`config.mk`:
```
export PLATFORM = sky130hd
export DESIGN_NAME = sdcad_top
export DESIGN_NICKNAME = d
export VERILOG_FILES = /design/src/common/sdcad_pkg.sv /design/src/common/sdcad_par_if.sv /design/src/verilog/sdcad_top.sv /design/src/verilog/sdcad_par_chk.sv
export VERILOG_INCLUDE_DIRS = /design/src /design/src/common
export SDC_FILE = /design/constraint.sdc
export NUM_CORES = 1
export LEC_CHECK = 0
export ABC_CLOCK_PERIOD_IN_PS = 3620
export BUFFER_PORTS_ARGS = -buffer_cell sky130_fd_sc_hd__buf_2
export CAP_MARGIN = 25
export CORE_ASPECT_RATIO = 0.6
export CORE_MARGIN = 2
export CORE_UTILIZATION = 54
export DETAILED_ROUTE_END_ITERATION = 16
export GPL_ROUTABILITY_DRIVEN = 0
export PLACE_DENSITY = 0.79
export REMOVE_ABC_BUFFERS = 1
export SLEW_MARGIN = 10
export SYNTH_ARGS = -nofsm -noshare
export SYNTH_HDL_FRONTEND = slang
export SYNTH_SLANG_ARGS = --single-unit
```
`constraint.sdc`:
```
create_clock -name clk -period 3.62 [get_ports clk]
set_clock_uncertainty 0.15 [all_clocks]
set_input_delay 0.724 -clock clk [delete_from_list [all_inputs] [get_ports clk]]
set_output_delay 0.724 -clock clk [all_outputs]
set_load 0.005 [all_outputs]
```
`src/common/sdcad_defines.svh`:
```
/*
  Constants of the command and address input decoder: reset values,
  command codes on the shared lines, address bit positions and counts.
  Assumes inclusion by bare name from the decoder's files.
*/
`ifndef SDCAD_DEFINES_SVH
`define SDCAD_DEFINES_SVH

// address pins present on this density, one bit per pin A17..A0
`define SDCAD_ADDR_USED 18'h3FFFF
// command word with every active-low line idle
`define SDCAD_CW_IDLE   30'h3E000000
// cycles that the alert output stays low after a parity error
`define SDCAD_ALERT_PW  4'h6

// ras_n, cas_n, we_n codes while act_n is high
`define SDCAD_RCW_MRS   3'h0
`define SDCAD_RCW_REF   3'h1
`define SDCAD_RCW_PRE   3'h2
`define SDCAD_RCW_RFU   3'h3
`define SDCAD_RCW_WR    3'h4
`define SDCAD_RCW_RD    3'h5
`define SDCAD_RCW_ZQC   3'h6
`define SDCAD_RCW_NOP   3'h7

// address bits with a second meaning
`define SDCAD_AP_BIT    10
`define SDCAD_BC_BIT    12

`endif

```
`src/common/sdcad_pkg.sv`:
```
/*
  Types of the command and address input decoder: commands, power
  states, stack modes, the sampled command word and the decoder state.
  Assumes nothing of its surroundings.
*/
package sdcad_pkg;

  typedef enum logic [3:0] {
    CMD_ACT, CMD_MRS, CMD_REF, CMD_PRE, CMD_RFU, CMD_WR, CMD_RD, CMD_ZQC, CMD_NOP
  } sdcad_cmd_t;

  typedef enum logic [1:0] {PWR_ON, PWR_PPD, PWR_APD, PWR_SR} sdcad_pwr_t;

  typedef enum logic [1:0] {STK_NONE, STK_DDP, STK_3DS} sdcad_stack_t;

  // one sample of the command, address and control pins except reset_n and ten
  typedef struct packed {
    logic        cs_n;
    logic        act_n;
    logic        ras_n;
    logic        cas_n;
    logic        we_n;
    logic        a17;
    logic [13:0] addr;
    logic [1:0]  bg;
    logic [1:0]  ba;
    logic [2:0]  cid;
    logic        cke;
    logic        odt;
    logic        par;
  } sdcad_cw_t;

  typedef struct packed {
    sdcad_cw_t  s1;
    sdcad_cw_t  cw;
    logic       rstn_s1;
    logic       rstn_s2;
    logic       ten_s1;
    logic       ten_s2;
    logic       cke_prev;
    sdcad_pwr_t pwr;
    logic       cmd_valid;
    sdcad_cmd_t cmd;
    logic [1:0] bg;
    logic [1:0] ba;
    logic [17:0] addr;
    logic       auto_pre;
    logic       all_banks;
    logic       bc;
    logic       odt_on;
    logic       tdqs_on;
    logic [1:0] keep;
    logic       par_err;
    logic [3:0] alert_cnt;
    logic       test_mode;
  } sdcad_state_t;

endpackage

```
`src/common/sdcad_par_if.sv`:
```
/*
  Carrier between the decoder and its parity checker: the command word,
  the effective chip select and the check options, and the error back.
  Assumes both ends sit in one clock domain.
*/
`timescale 1ns/100ps
interface sdcad_par_if;
  sdcad_pkg::sdcad_cw_t cw;
  logic                 cs_eff;
  logic                 chk_en;
  logic                 use_cid;
  logic [17:0]          addr_used;
  logic                 err;

  modport top (output cw, cs_eff, chk_en, use_cid, addr_used, input err);
  modport chk (input cw, cs_eff, chk_en, use_cid, addr_used, output err);
endinterface

```
`src/verilog/sdcad_top.sv`:
```
/*
  Command, address and control input front end of a memory die:
  sampling, command decode, power-down gating, termination, write mask,
  parity check with alert, reset and test entry.
  Assumes pins arrive unsynchronised; mask beats and bank status come
  from logic on clk; mode settings are quasi-static.
*/
//
// Behaviour
// - sample all inputs on rising clock
// - chip select high masks the command
// - command from cs, act and three lines
// - activate uses three lines as A16..A14
// - act high makes lines command code
// - bank bits select bank or register
// - group bits select group; x16 drops BG1
// - stack inputs: chip ID or second die
// - cke low enters power-down or self refresh
// - self refresh exit watched on cke alone
// - power-down and self refresh gate receivers
// - low mask discards write beat per lane
// - mask and termination strobe need enabling
// - odt turns on termination unless disabled or in self refresh
// - parity covers command, address, bank, and chip ID in 3DS stacking
// - unused address pins count as zero
// - parity only when chip select low
// - reset pin low holds device reset
// - test enable high enters connectivity test
// - A10 selects auto precharge, all banks
// - A12 low chops the burst
// - parity error drives alert low
`timescale 1ns/100ps
`include "sdcad_defines.svh"
module sdcad_top #(
  parameter int          DEV_WIDTH = 8,
  parameter logic [17:0] ADDR_USED = `SDCAD_ADDR_USED
) (
  // clock and reset
  input  wire logic                  clk,
  input  wire logic                  rst,
  // command, address and control pins
  input  wire logic                  cs_n,
  input  wire logic                  act_n,
  input  wire logic                  ras_n,
  input  wire logic                  cas_n,
  input  wire logic                  we_n,
  input  wire logic                  a17,
  input  wire logic [13:0]           addr,
  input  wire logic [1:0]            bg,
  input  wire logic [1:0]            ba,
  input  wire logic [2:0]            cid,
  input  wire logic                  cke,
  input  wire logic                  odt,
  input  wire logic                  par,
  input  wire logic                  reset_n,
  input  wire logic                  ten,
  // write beats from the data capture path
  input  wire logic                  wr_beat,
  input  wire logic [1:0]            wr_dm_n,
  // mode settings and bank status
  input  wire logic                  cfg_par_en,
  input  wire logic                  cfg_rtt_en,
  input  wire logic                  cfg_dm_en,
  input  wire logic                  cfg_tdqs_en,
  input  sdcad_pkg::sdcad_stack_t    cfg_stack,
  input  wire logic [2:0]            cfg_die_id,
  input  wire logic                  cfg_ddp_die,
  input  wire logic                  any_bank_open,
  // decoded command
  output logic                       cmd_valid,
  output sdcad_pkg::sdcad_cmd_t      cmd,
  output logic [1:0]                 cmd_bg,
  output logic [1:0]                 cmd_ba,
  output logic [17:0]                cmd_addr,
  output logic                       cmd_auto_pre,
  output logic                       cmd_all_banks,
  output logic                       cmd_burst_chop,
  // power state and gating
  output sdcad_pkg::sdcad_pwr_t      pwr_state,
  output logic                       int_clk_en,
  output logic                       in_buf_en,
  output logic                       out_drv_en,
  // termination, mask, alert, test
  output logic                       odt_on,
  output logic                       tdqs_term_on,
  output logic [1:0]                 beat_keep,
  output logic                       par_err,
  output logic                       alert_n,
  output logic                       test_mode,
  output logic                       dev_in_reset
);
  sdcad_pkg::sdcad_state_t q;
  sdcad_pkg::sdcad_state_t d;
  sdcad_par_if             pif ();

  logic                    dev_rst;
  logic                    stk_on;
  logic                    cs_eff;
  logic                    cke_eff;
  logic                    odt_eff;
  logic                    id_ok;
  logic                    recv_cmd;
  logic                    sel;
  logic                    cke_run;
  logic                    mask_on;
  logic [1:0]              bg_m;
  sdcad_pkg::sdcad_cmd_t   dec;

  sdcad_par_chk u_par (
    .pif (pif.chk)
  );

  always_comb begin
    d         = q;
    d.s1      = '{cs_n: cs_n, act_n: act_n, ras_n: ras_n, cas_n: cas_n, we_n: we_n,
                  a17: a17, addr: addr, bg: bg, ba: ba, cid: cid, cke: cke,
                  odt: odt, par: par};
    d.cw      = q.s1;
    d.rstn_s1 = reset_n;
    d.rstn_s2 = q.rstn_s1;
    d.ten_s1  = ten;
    d.ten_s2  = q.ten_s1;
    dev_rst   = ~q.rstn_s2;

    // stacking: x16 parts ignore the stack inputs
    stk_on  = DEV_WIDTH != 16;
    cs_eff  = q.cw.cs_n;
    cke_eff = q.cw.cke;
    odt_eff = q.cw.odt;
    if (stk_on && cfg_stack == sdcad_pkg::STK_DDP && cfg_ddp_die) begin
      cs_eff  = q.cw.cid[1];
      cke_eff = q.cw.cid[0];
      odt_eff = q.cw.cid[2];
    end
    id_ok = !(stk_on && cfg_stack == sdcad_pkg::STK_3DS) || q.cw.cid == cfg_die_id;
    bg_m  = {q.cw.bg[1] & (DEV_WIDTH != 16), q.cw.bg[0]};

    // only the clock, odt, reset, ten and cke receivers stay on outside normal power
    recv_cmd = q.pwr == sdcad_pkg::PWR_ON;

    pif.cw        = q.cw;
    pif.cw.bg     = bg_m;
    pif.cs_eff    = cs_eff | ~recv_cmd | q.test_mode;
    pif.chk_en    = cfg_par_en;
    pif.use_cid   = stk_on && cfg_stack == sdcad_pkg::STK_3DS;
    pif.addr_used = ADDR_USED;

    sel     = ~cs_eff & id_ok & recv_cmd & ~q.test_mode & ~pif.err;
    cke_run = q.cke_prev & cke_eff;

    if (!q.cw.act_n) begin
      dec = sdcad_pkg::CMD_ACT;
    end else begin
      unique case ({q.cw.ras_n, q.cw.cas_n, q.cw.we_n})
        `SDCAD_RCW_MRS: dec = sdcad_pkg::CMD_MRS;
        `SDCAD_RCW_REF: dec = sdcad_pkg::CMD_REF;
        `SDCAD_RCW_PRE: dec = sdcad_pkg::CMD_PRE;
        `SDCAD_RCW_RFU: dec = sdcad_pkg::CMD_RFU;
        `SDCAD_RCW_WR:  dec = sdcad_pkg::CMD_WR;
        `SDCAD_RCW_RD:  dec = sdcad_pkg::CMD_RD;
        `SDCAD_RCW_ZQC: dec = sdcad_pkg::CMD_ZQC;
        `SDCAD_RCW_NOP: dec = sdcad_pkg::CMD_NOP;
      endcase
    end

    // commands only while cke stays high across the edge
    d.cmd_valid = sel & cke_run;
    if (sel && cke_run) begin
      d.cmd = dec;
      d.bg  = bg_m;
      d.ba  = q.cw.ba;
      if (!q.cw.act_n) begin
        d.addr = {q.cw.a17, q.cw.ras_n, q.cw.cas_n, q.cw.we_n, q.cw.addr};
      end else begin
        d.addr = {q.cw.a17, 3'h0, q.cw.addr};
      end
      d.auto_pre  = (dec == sdcad_pkg::CMD_RD || dec == sdcad_pkg::CMD_WR)
                    && q.cw.addr[`SDCAD_AP_BIT];
      d.all_banks = dec == sdcad_pkg::CMD_PRE && q.cw.addr[`SDCAD_AP_BIT];
      d.bc        = (dec == sdcad_pkg::CMD_RD || dec == sdcad_pkg::CMD_WR)
                    && !q.cw.addr[`SDCAD_BC_BIT];
    end
    d.cke_prev = cke_eff;

    // power state
    unique case (q.pwr)
      sdcad_pkg::PWR_ON: begin
        if (q.cke_prev && !cke_eff) begin
          if (sel && dec == sdcad_pkg::CMD_REF && !any_bank_open) begin
            d.pwr = sdcad_pkg::PWR_SR;
          end else if (any_bank_open) begin
            d.pwr = sdcad_pkg::PWR_APD;
          end else begin
            d.pwr = sdcad_pkg::PWR_PPD;
          end
        end
      end
      sdcad_pkg::PWR_PPD, sdcad_pkg::PWR_APD: begin
        if (cke_eff) begin
          d.pwr = sdcad_pkg::PWR_ON;
        end
      end
      sdcad_pkg::PWR_SR: begin
        if (cke_eff) begin
          d.pwr = sdcad_pkg::PWR_ON;
        end
      end
    endcase

    // termination follows odt unless disabled or in self refresh
    d.odt_on  = odt_eff & cfg_rtt_en & (q.pwr != sdcad_pkg::PWR_SR);
    d.tdqs_on = d.odt_on & cfg_tdqs_en & (DEV_WIDTH == 8);

    // write mask: x4 has none; x8 loses it to the termination strobe
    mask_on = cfg_dm_en & (DEV_WIDTH != 4) & ~(cfg_tdqs_en & (DEV_WIDTH == 8));
    d.keep[0] = wr_beat & (wr_dm_n[0] | ~mask_on);
    d.keep[1] = wr_beat & (DEV_WIDTH == 16) & (wr_dm_n[1] | ~mask_on);

    d.par_err = pif.err;
    if (pif.err) begin
      d.alert_cnt = `SDCAD_ALERT_PW;
    end else if (q.alert_cnt != 4'h0) begin
      d.alert_cnt = q.alert_cnt - 4'h1;
    end

    d.test_mode = q.ten_s2;

    if (dev_rst) begin
      d.pwr       = sdcad_pkg::PWR_ON;
      d.cmd_valid = 1'b0;
      d.cke_prev  = 1'b0;
      d.odt_on    = 1'b0;
      d.tdqs_on   = 1'b0;
      d.keep      = 2'h0;
      d.par_err   = 1'b0;
      d.alert_cnt = 4'h0;
      d.test_mode = 1'b0;
    end
  end

  always_ff @(posedge clk) begin
    if (rst) begin
      q    <= '0;
      q.s1 <= `SDCAD_CW_IDLE;
      q.cw <= `SDCAD_CW_IDLE;
    end else begin
      q <= d;
    end
  end

  assign cmd_valid      = q.cmd_valid;
  assign cmd            = q.cmd;
  assign cmd_bg         = q.bg;
  assign cmd_ba         = q.ba;
  assign cmd_addr       = q.addr;
  assign cmd_auto_pre   = q.auto_pre;
  assign cmd_all_banks  = q.all_banks;
  assign cmd_burst_chop = q.bc;
  assign pwr_state      = q.pwr;
  assign int_clk_en     = q.pwr == sdcad_pkg::PWR_ON;
  assign in_buf_en      = q.pwr == sdcad_pkg::PWR_ON;
  assign out_drv_en     = q.pwr == sdcad_pkg::PWR_ON;
  assign odt_on         = q.odt_on;
  assign tdqs_term_on   = q.tdqs_on;
  assign beat_keep      = q.keep;
  assign par_err        = q.par_err;
  assign alert_n        = q.alert_cnt == 4'h0;
  assign test_mode      = q.test_mode;
  assign dev_in_reset   = ~q.rstn_s2;
endmodule

```
`src/verilog/sdcad_par_chk.sv`:
```
/*
  Even parity check over the registered command word.
  Assumes the word and options are stable for the whole cycle.
*/
`timescale 1ns/100ps
module sdcad_par_chk (
  // link to the decoder
  sdcad_par_if.chk pif
);
  logic [17:0] a_full;
  logic        cover_x;

  always_comb begin
    a_full  = {pif.cw.a17, pif.cw.ras_n, pif.cw.cas_n, pif.cw.we_n, pif.cw.addr}
              & pif.addr_used;
    cover_x = pif.cw.act_n ^ (^a_full) ^ (^pif.cw.bg) ^ (^pif.cw.ba)
              ^ (pif.use_cid & (^pif.cw.cid));
    pif.err = pif.chk_en & ~pif.cs_eff & (cover_x ^ pif.cw.par);
  end
endmodule

```
# Yosys cells after proc, flatten, opt, wreduce, memory -nomap -nowiden
# Memory sizes are Yosys's and may differ from the RTL's. A register that Yosys moved wholly into a read port is not among the register bits.
# Index checks and enable logic that the tools add are counted.
[classes]
multipliers = 0
shift = 0
n_reduce_logical = 26
bitwise_logic = 30
div = 0
magnitude_cmp = 0
mux = 13
add_sub_neg = 1
eq_ne = 13
[op_table]
columns = ["op", "count"]
rows = [
  ["$reduce_xor 18->1", 1],
  ["$mux 17", 1],
  ["$and 1x1->1", 14],
  ["$mux 3", 3],
  ["$eq 4x2->1 const B", 2],
  ["$eq 4x3->1 const B", 2],
  ["$logic_and 1x1->1", 8],
  ["$mux 2", 4],
  ["$not 1->1", 8],
  ["$eq 2x2->1 const B", 3],
  ["$reduce_or 3->1", 2],
  ["$xor 1x1->1", 5],
  ["$eq 2x1->1 const B", 2],
  ["$logic_not 1->1", 4],
  ["$logic_not 4->1", 1],
  ["$mux 4", 1],
  ["$ne 2x1->1 const B", 2],
  ["$pmux 2 s2", 1],
  ["$reduce_bool 4->1", 1],
  ["$reduce_xor 2->1", 2],
  ["$sub 4x1->4 const B", 1],
  ["$eq 3x3->1", 1],
  ["$mux 1", 3],
  ["$or 1x1->1", 3],
  ["7 further kinds", 8],
]
[totals]
reg_bits = 107
mem_bits_ro = 32
latchBits = 0
n_memories = 1
inputBits = 48
mem_bits_rw = 0
[mem_list]
columns = ["memory", "depth", "word_bits", "read_ports", "rd_clocked_by_memory_dff", "write_ports", "line", "text"]
rows = [
  ["(no name shown)", 8, 4, 1, 1, 0, "sdcad_top.sv:154", "unique case ({q.cw.ras_n, q.cw.cas_n, q.cw.we_n})"],
]

# Logic depth before layout (Yosys ltp)
[logic_depth]
word_depth = 15
depth_mapped = 8

# Hierarchy
# From an unflattened synthesis, not the netlist that was laid out.
[unflattened]
cells_unflattened = 418
area_unflattened_um2 = 4377.9
[by_module_without_submodules]
columns = ["mod", "cells_per_inst", "n_inst", "seq_area_each_um2", "area_per_inst_um2"]
rows = [
  ["sdcad_top", 374, 1, 2202.1, 4056.4],
  ["sdcad_par_chk", 44, 1, 0.0, 321.6],
]

# Worst setup path before layout
# Ideal clock, no wire load.
[synth_path]
path_kind = "input-to-reg"
from = "in cfg_stack[0]"
to = "reg q, in the netlist cmd[2]"
path_stages = 6
n_path_buf = 0
t_required_ps = 3347
arrival_ps = 2440
setup_slack_ps = 907
path_cell_list = "nand2b_1 > nor2_1 > xnor3_1 > xnor3_2 > a31oi_4 > mux2_1"
[synth_between]
elab_chain_cells = 11
[synth_rtl]
columns = ["element", "line", "text"]
rows = [
  ["start, declared", "sdcad_top.sv:65", "input sdcad_pkg::sdcad_stack_t cfg_stack,"],
  ["$eq 2x1->1", "sdcad_top.sv:130", "if (stk_on && cfg_stack == sdcad_pkg::STK_DDP && cfg_ddp_die) begin"],
  ["$logic_and 1x1->1", "sdcad_top.sv:130", ""],
  ["$mux 1", "sdcad_top.sv:130", ""],
  ["$or 1x1->1 (2 in a row)", "sdcad_top.sv:143", "pif.cs_eff = cs_eff | ~recv_cmd | q.test_mode;"],
  ["$not 1->1", "sdcad_par_chk.sv:18", "pif.err = pif.chk_en & ~pif.cs_eff & (cover_x ^ pif.cw.par);"],
  ["$and 1x1->1 (2 in a row)", "sdcad_par_chk.sv:18", ""],
  ["$not 1->1", "sdcad_top.sv:148", "sel = ~cs_eff & id_ok & recv_cmd & ~q.test_mode & ~pif.err;"],
  ["$and 1x1->1", "sdcad_top.sv:148", ""],
  ["$logic_and 1x1->1 *", "sdcad_top.sv:168", "if (sel && cke_run) begin"],
  ["end, declared", "sdcad_top.sv:92", "sdcad_pkg::sdcad_state_t q;"],
]
# Every way passes the cells marked *; elsewhere a longest branch is shown, timed or not.
# A chain may end at the register's enable or synchronous reset.

# Worst setup path after layout
[layout_path]
from = "reg pif.cw[4] (netlist name)"
to = "reg q, in the netlist cmd_ba[0]"
[layout_between]
elab_chain_cells = 9
[layout_rtl]
columns = ["element", "line"]
rows = [
  ["$mux 1", "sdcad_top.sv:130"],
  ["$or 1x1->1 (2 in a row)", "sdcad_top.sv:143"],
  ["$not 1->1", "sdcad_par_chk.sv:18"],
  ["$and 1x1->1 (2 in a row)", "sdcad_par_chk.sv:18"],
  ["$not 1->1", "sdcad_top.sv:148"],
  ["$and 1x1->1 *", "sdcad_top.sv:148"],
  ["$logic_and 1x1->1 *", "sdcad_top.sv:168"],
]
# Marked as above.

==> flow_metrics.env <==
export IMPL_r2r_start="pif.cw[4]$_SDFF_PP0_"
export IMPL_ant_nets=0
export IMPL_nFillCells=653
export IMPL_hpwl_um=5030
export IMPL_cts_buffers=9
export IMPL_hold_path_startpoint="d[76]$_SDFF_PP1_"
export IMPL_postCtsSetupRepairBufs=0
export IMPL_synth_seq_cells=110
export IMPL_p_comb_share_pct=8.7
export IMPL_placementRows=25
export IMPL_yosys_warnings=0
export IMPL_drive_gt1_share_pct=26.9
export IMPL_synth_cells=401
export IMPL_peakVddDrop_uv=313
export IMPL_fin_tns_setup_ps=0
export IMPL_maxUsedRoutingLayer="met4"
export IMPL_design_core_area_mm2=0.00779
export IMPL_dr_wl_met3_um=351
export IMPL_worst_slew_margin_rel_pct=53.2
export IMPL_hold_viol_final=0
export IMPL_fin_nets=506
export IMPL_start_kind="flip-flop"
export IMPL_swShare_pct=22.4
export IMPL_status="completed"
export IMPL_grt_pass1_wl_um=11800
export IMPL_pwr_share_clk_pct=39.8
export IMPL_grt_pass1_vias=2467
export IMPL_vias_per_cell=4.52
export IMPL_fmax_mhz=352
export IMPL_period_share_pct=78.5
export IMPL_grt_max_degree=88
export IMPL_synth_edf_count=0
export IMPL_synthArstFlopShare_pct=0
export IMPL_die_h_um=73.1
export IMPL_drv_slew=0
export IMPL_crit_path_end_kind="flip-flop"
export IMPL_track_usage_pct=17.7
export IMPL_seq_area_mm2=0.00220
export IMPL_ys_types=40
export IMPL_hold_slack_ps=258
export IMPL_rsz0062_at_grt="no"
export IMPL_seqPwrFrac_pct=51.5
export IMPL_diodes=0
export IMPL_drc=0
export IMPL_cts_tree="built"
export IMPL_wl_met1_um=3610
export IMPL_slowest_stage="xnor3_1"
export IMPL_p_per_area_mw_per_mm2=503
export IMPL_crit_required_ps=3730
export IMPL_ys_seq_area_share_pct=51.3
export IMPL_drt_total_wl_um=7150
export IMPL_htreeDepth=3
export IMPL_hold_depth=1
export IMPL_cts_buffer_depth=2
export IMPL_cpMostUsedCell="xnor3_1"
export IMPL_holdBufCountCts=0
export IMPL_ctsResizeCount=0
export IMPL_arrival_ps=2950
export IMPL_grt_overflow_total=0
export IMPL_port_buffers=88
export IMPL_r2r_end="cmd_ba[0]$_SDFFE_PP0P_"
export IMPL_cp_max_fo=8
export IMPL_path_cells="xnor3_1, nor2_1, xnor3_1, xnor3_2, a31oi_4, buf_4, mux2i_1"
export IMPL_worst_slew_pin_slew_ps=702
export IMPL_rrSetupSlack_ps=780
export IMPL_hold_class="flip-flop to flip-flop"
export IMPL_netlist_area_mm2=0.00430
export IMPL_die_area_mm2=0.00871
export IMPL_hold_end="pif.cw[29]$_SDFF_PP1_"
export IMPL_drtIter0Drc=133
export IMPL_wl_met2_um=3060
export IMPL_max_cap_violations=0
export IMPL_dr_pass1_iters=4
export IMPL_setup_viol=0
export IMPL_vias=2574
export IMPL_die_w_um=119
export IMPL_leakagePower_nw=2.03
export IMPL_internal_power_w=0.00191
export IMPL_areaGrowthSynthToFinish_pct=13.6
export IMPL_p_sw_w=0.000549
export IMPL_synth_ff_type="dfxtp_1"
export IMPL_antenna_found_initial=0
export IMPL_path_class="flip-flop to flip-flop"
export IMPL_synth_avg_cell_area_um2=10.7
export IMPL_fin_crit_ps=2840
export IMPL_io_pins=91
export IMPL_mostFrequentLayoutCells="110 x dfxtp_1, 87 x buf_2, 56 x nor2b_1"
export IMPL_wl_per_cell_um=12.6
export IMPL_clock_latency_ps=340
export IMPL_r2r_cells=7
export IMPL_root_buffer="clkbuf_16"
export IMPL_multi_input_area_mm2=0.00175
export IMPL_initial_core_util_pct=55.1
export IMPL_layout_commonest_cell="dfxtp_1"
export IMPL_cts_sinks=110
export IMPL_clkSlewWorstSetupHoldPaths_ps=70
export IMPL_critPathMaxStageDelay_ps=440
-- state kept, by name (all words and copies together) (netlist names), named ones only --
register	cells
pif.cw	28
cmd_ba	2
cmd_all_banks	1
tdqs_term_on	1
cmd	4
cmd_auto_pre	1
q	7
test_mode	1
d	32
odt_on	1
cmd_valid	1
cmd_bg	2
bg_m	2
cmd_burst_chop	1
cmd_addr	18
par_err	1
beat_keep	1
pwr_state	2
-- cells in the mapped netlist (5+ instances only) --
master / count / area [µm²]
dfxtp_1: 110 / 2200
mux2i_1: 29 / 290
inv_1: 5 / 18.8
nand2b_1: 50 / 313
xnor2_1: 20 / 175
or2_2: 11 / 68.8
buf_4: 32 / 240
nand3b_1: 5 / 37.5
nand2_1: 11 / 41.3
xor2_1: 5 / 43.8
nor2_1: 11 / 41.3
nor2b_1: 56 / 350
clkbuf_1: 13 / 48.8
nor3_1: 5 / 25.0
-- metrics by stage --
| step | utilization [%] | std cells | total power, W | worst slack (ps) | cell area [µm²] |
|---|---|---|---|---|---|
| detailed placement | 58.8 | 553 | 0.00151 | 538 | 4580 |
| floorplan | - | 353 | 0.00144 | 485 | 3970 |
| finish | 62.7 | 569 | 0.00246 | 778 | 4880 |
| global placement | 58.8 | 553 | 0.00150 | 626 | 4580 |
| CTS | 62.7 | 569 | 0.00248 | 753 | 4880 |
| global route | 62.7 | 569 | 0.00255 | 642 | 4880 |
-- how the worst max path moves through the flow --
stage,cells after the start,startpoint,endpoint
6_report,7,pif.cw[4]$_SDFF_PP0_,cmd_ba[0]$_SDFFE_PP0P_
5_1_grt,7,pif.cw[4]$_SDFF_PP0_,cmd_addr[6]$_SDFFE_PP0P_
4_1_cts,7,pif.cw[4]$_SDFF_PP0_,cmd_addr[6]$_SDFFE_PP0P_
3_5_place_dp,8,cfg_stack[0],cmd_addr[6]$_SDFFE_PP0P_
3_3_place_gp,8,cfg_stack[0],cmd_addr[14]$_SDFFE_PP0P_
2_1_floorplan,6,cfg_stack[0],cmd[2]$_SDFFE_PP0P_
-- power by group through the flow --
stage	Clock (W)	Sequential, W	Combinational [W]
2_1_floorplan	0	0.00129	0.000149
3_3_place_gp	0	0.00129	0.000207
3_5_place_dp	0	0.00129	0.000213
4_1_cts	0.000999	0.00126	0.000217
5_1_grt	0.00105	0.00127	0.000233
6_report	0.000978	0.00126	0.000214
-- layout make-up --
class	count	share of cell area (%)
clock inverters	6	1.46
multi-input cells	238	35.9
inverters	5	0.385
well taps	108	2.77
clock buffers	10	4.69
repair buffers	92	9.69
flip-flops and latches	110	45.1
-- routing by layer --
metal | up-vias | global-route usage (%)
met5 | - | 0
met4 | 0 | 8.20
met3 | 10 | 6.41
met2 | 57 | 25.7
met1 | 1160 | 23.8
li1 | 1347 | -
-- cell families (layout without fill, tap and decap cells) --
group	after synthesis	in the layout	share of synthesized area, %
AOI/OAI and AO/OA	13	13	2.85
xor gates and xnor gates	29	29	7.25
adders and majority gates	2	2	0.582
buffers and inverters	53	113	7.98
DFF	110	110	51.3
muxes	31	31	7.28
other	1	1	0.0873
and+or+nand+nor	162	162	22.7
-- critical path, delay by kind of cell (launching register included) --
kind / cells / cell delay [ps]
mux: 1 / 220
xor+xnor: 3 / 1290
buf+inv: 1 / 270
simple gates: 1 / 110
compound gates: 1 / 350
flops: 1 / 380
(Power assumes the default switching activity.)
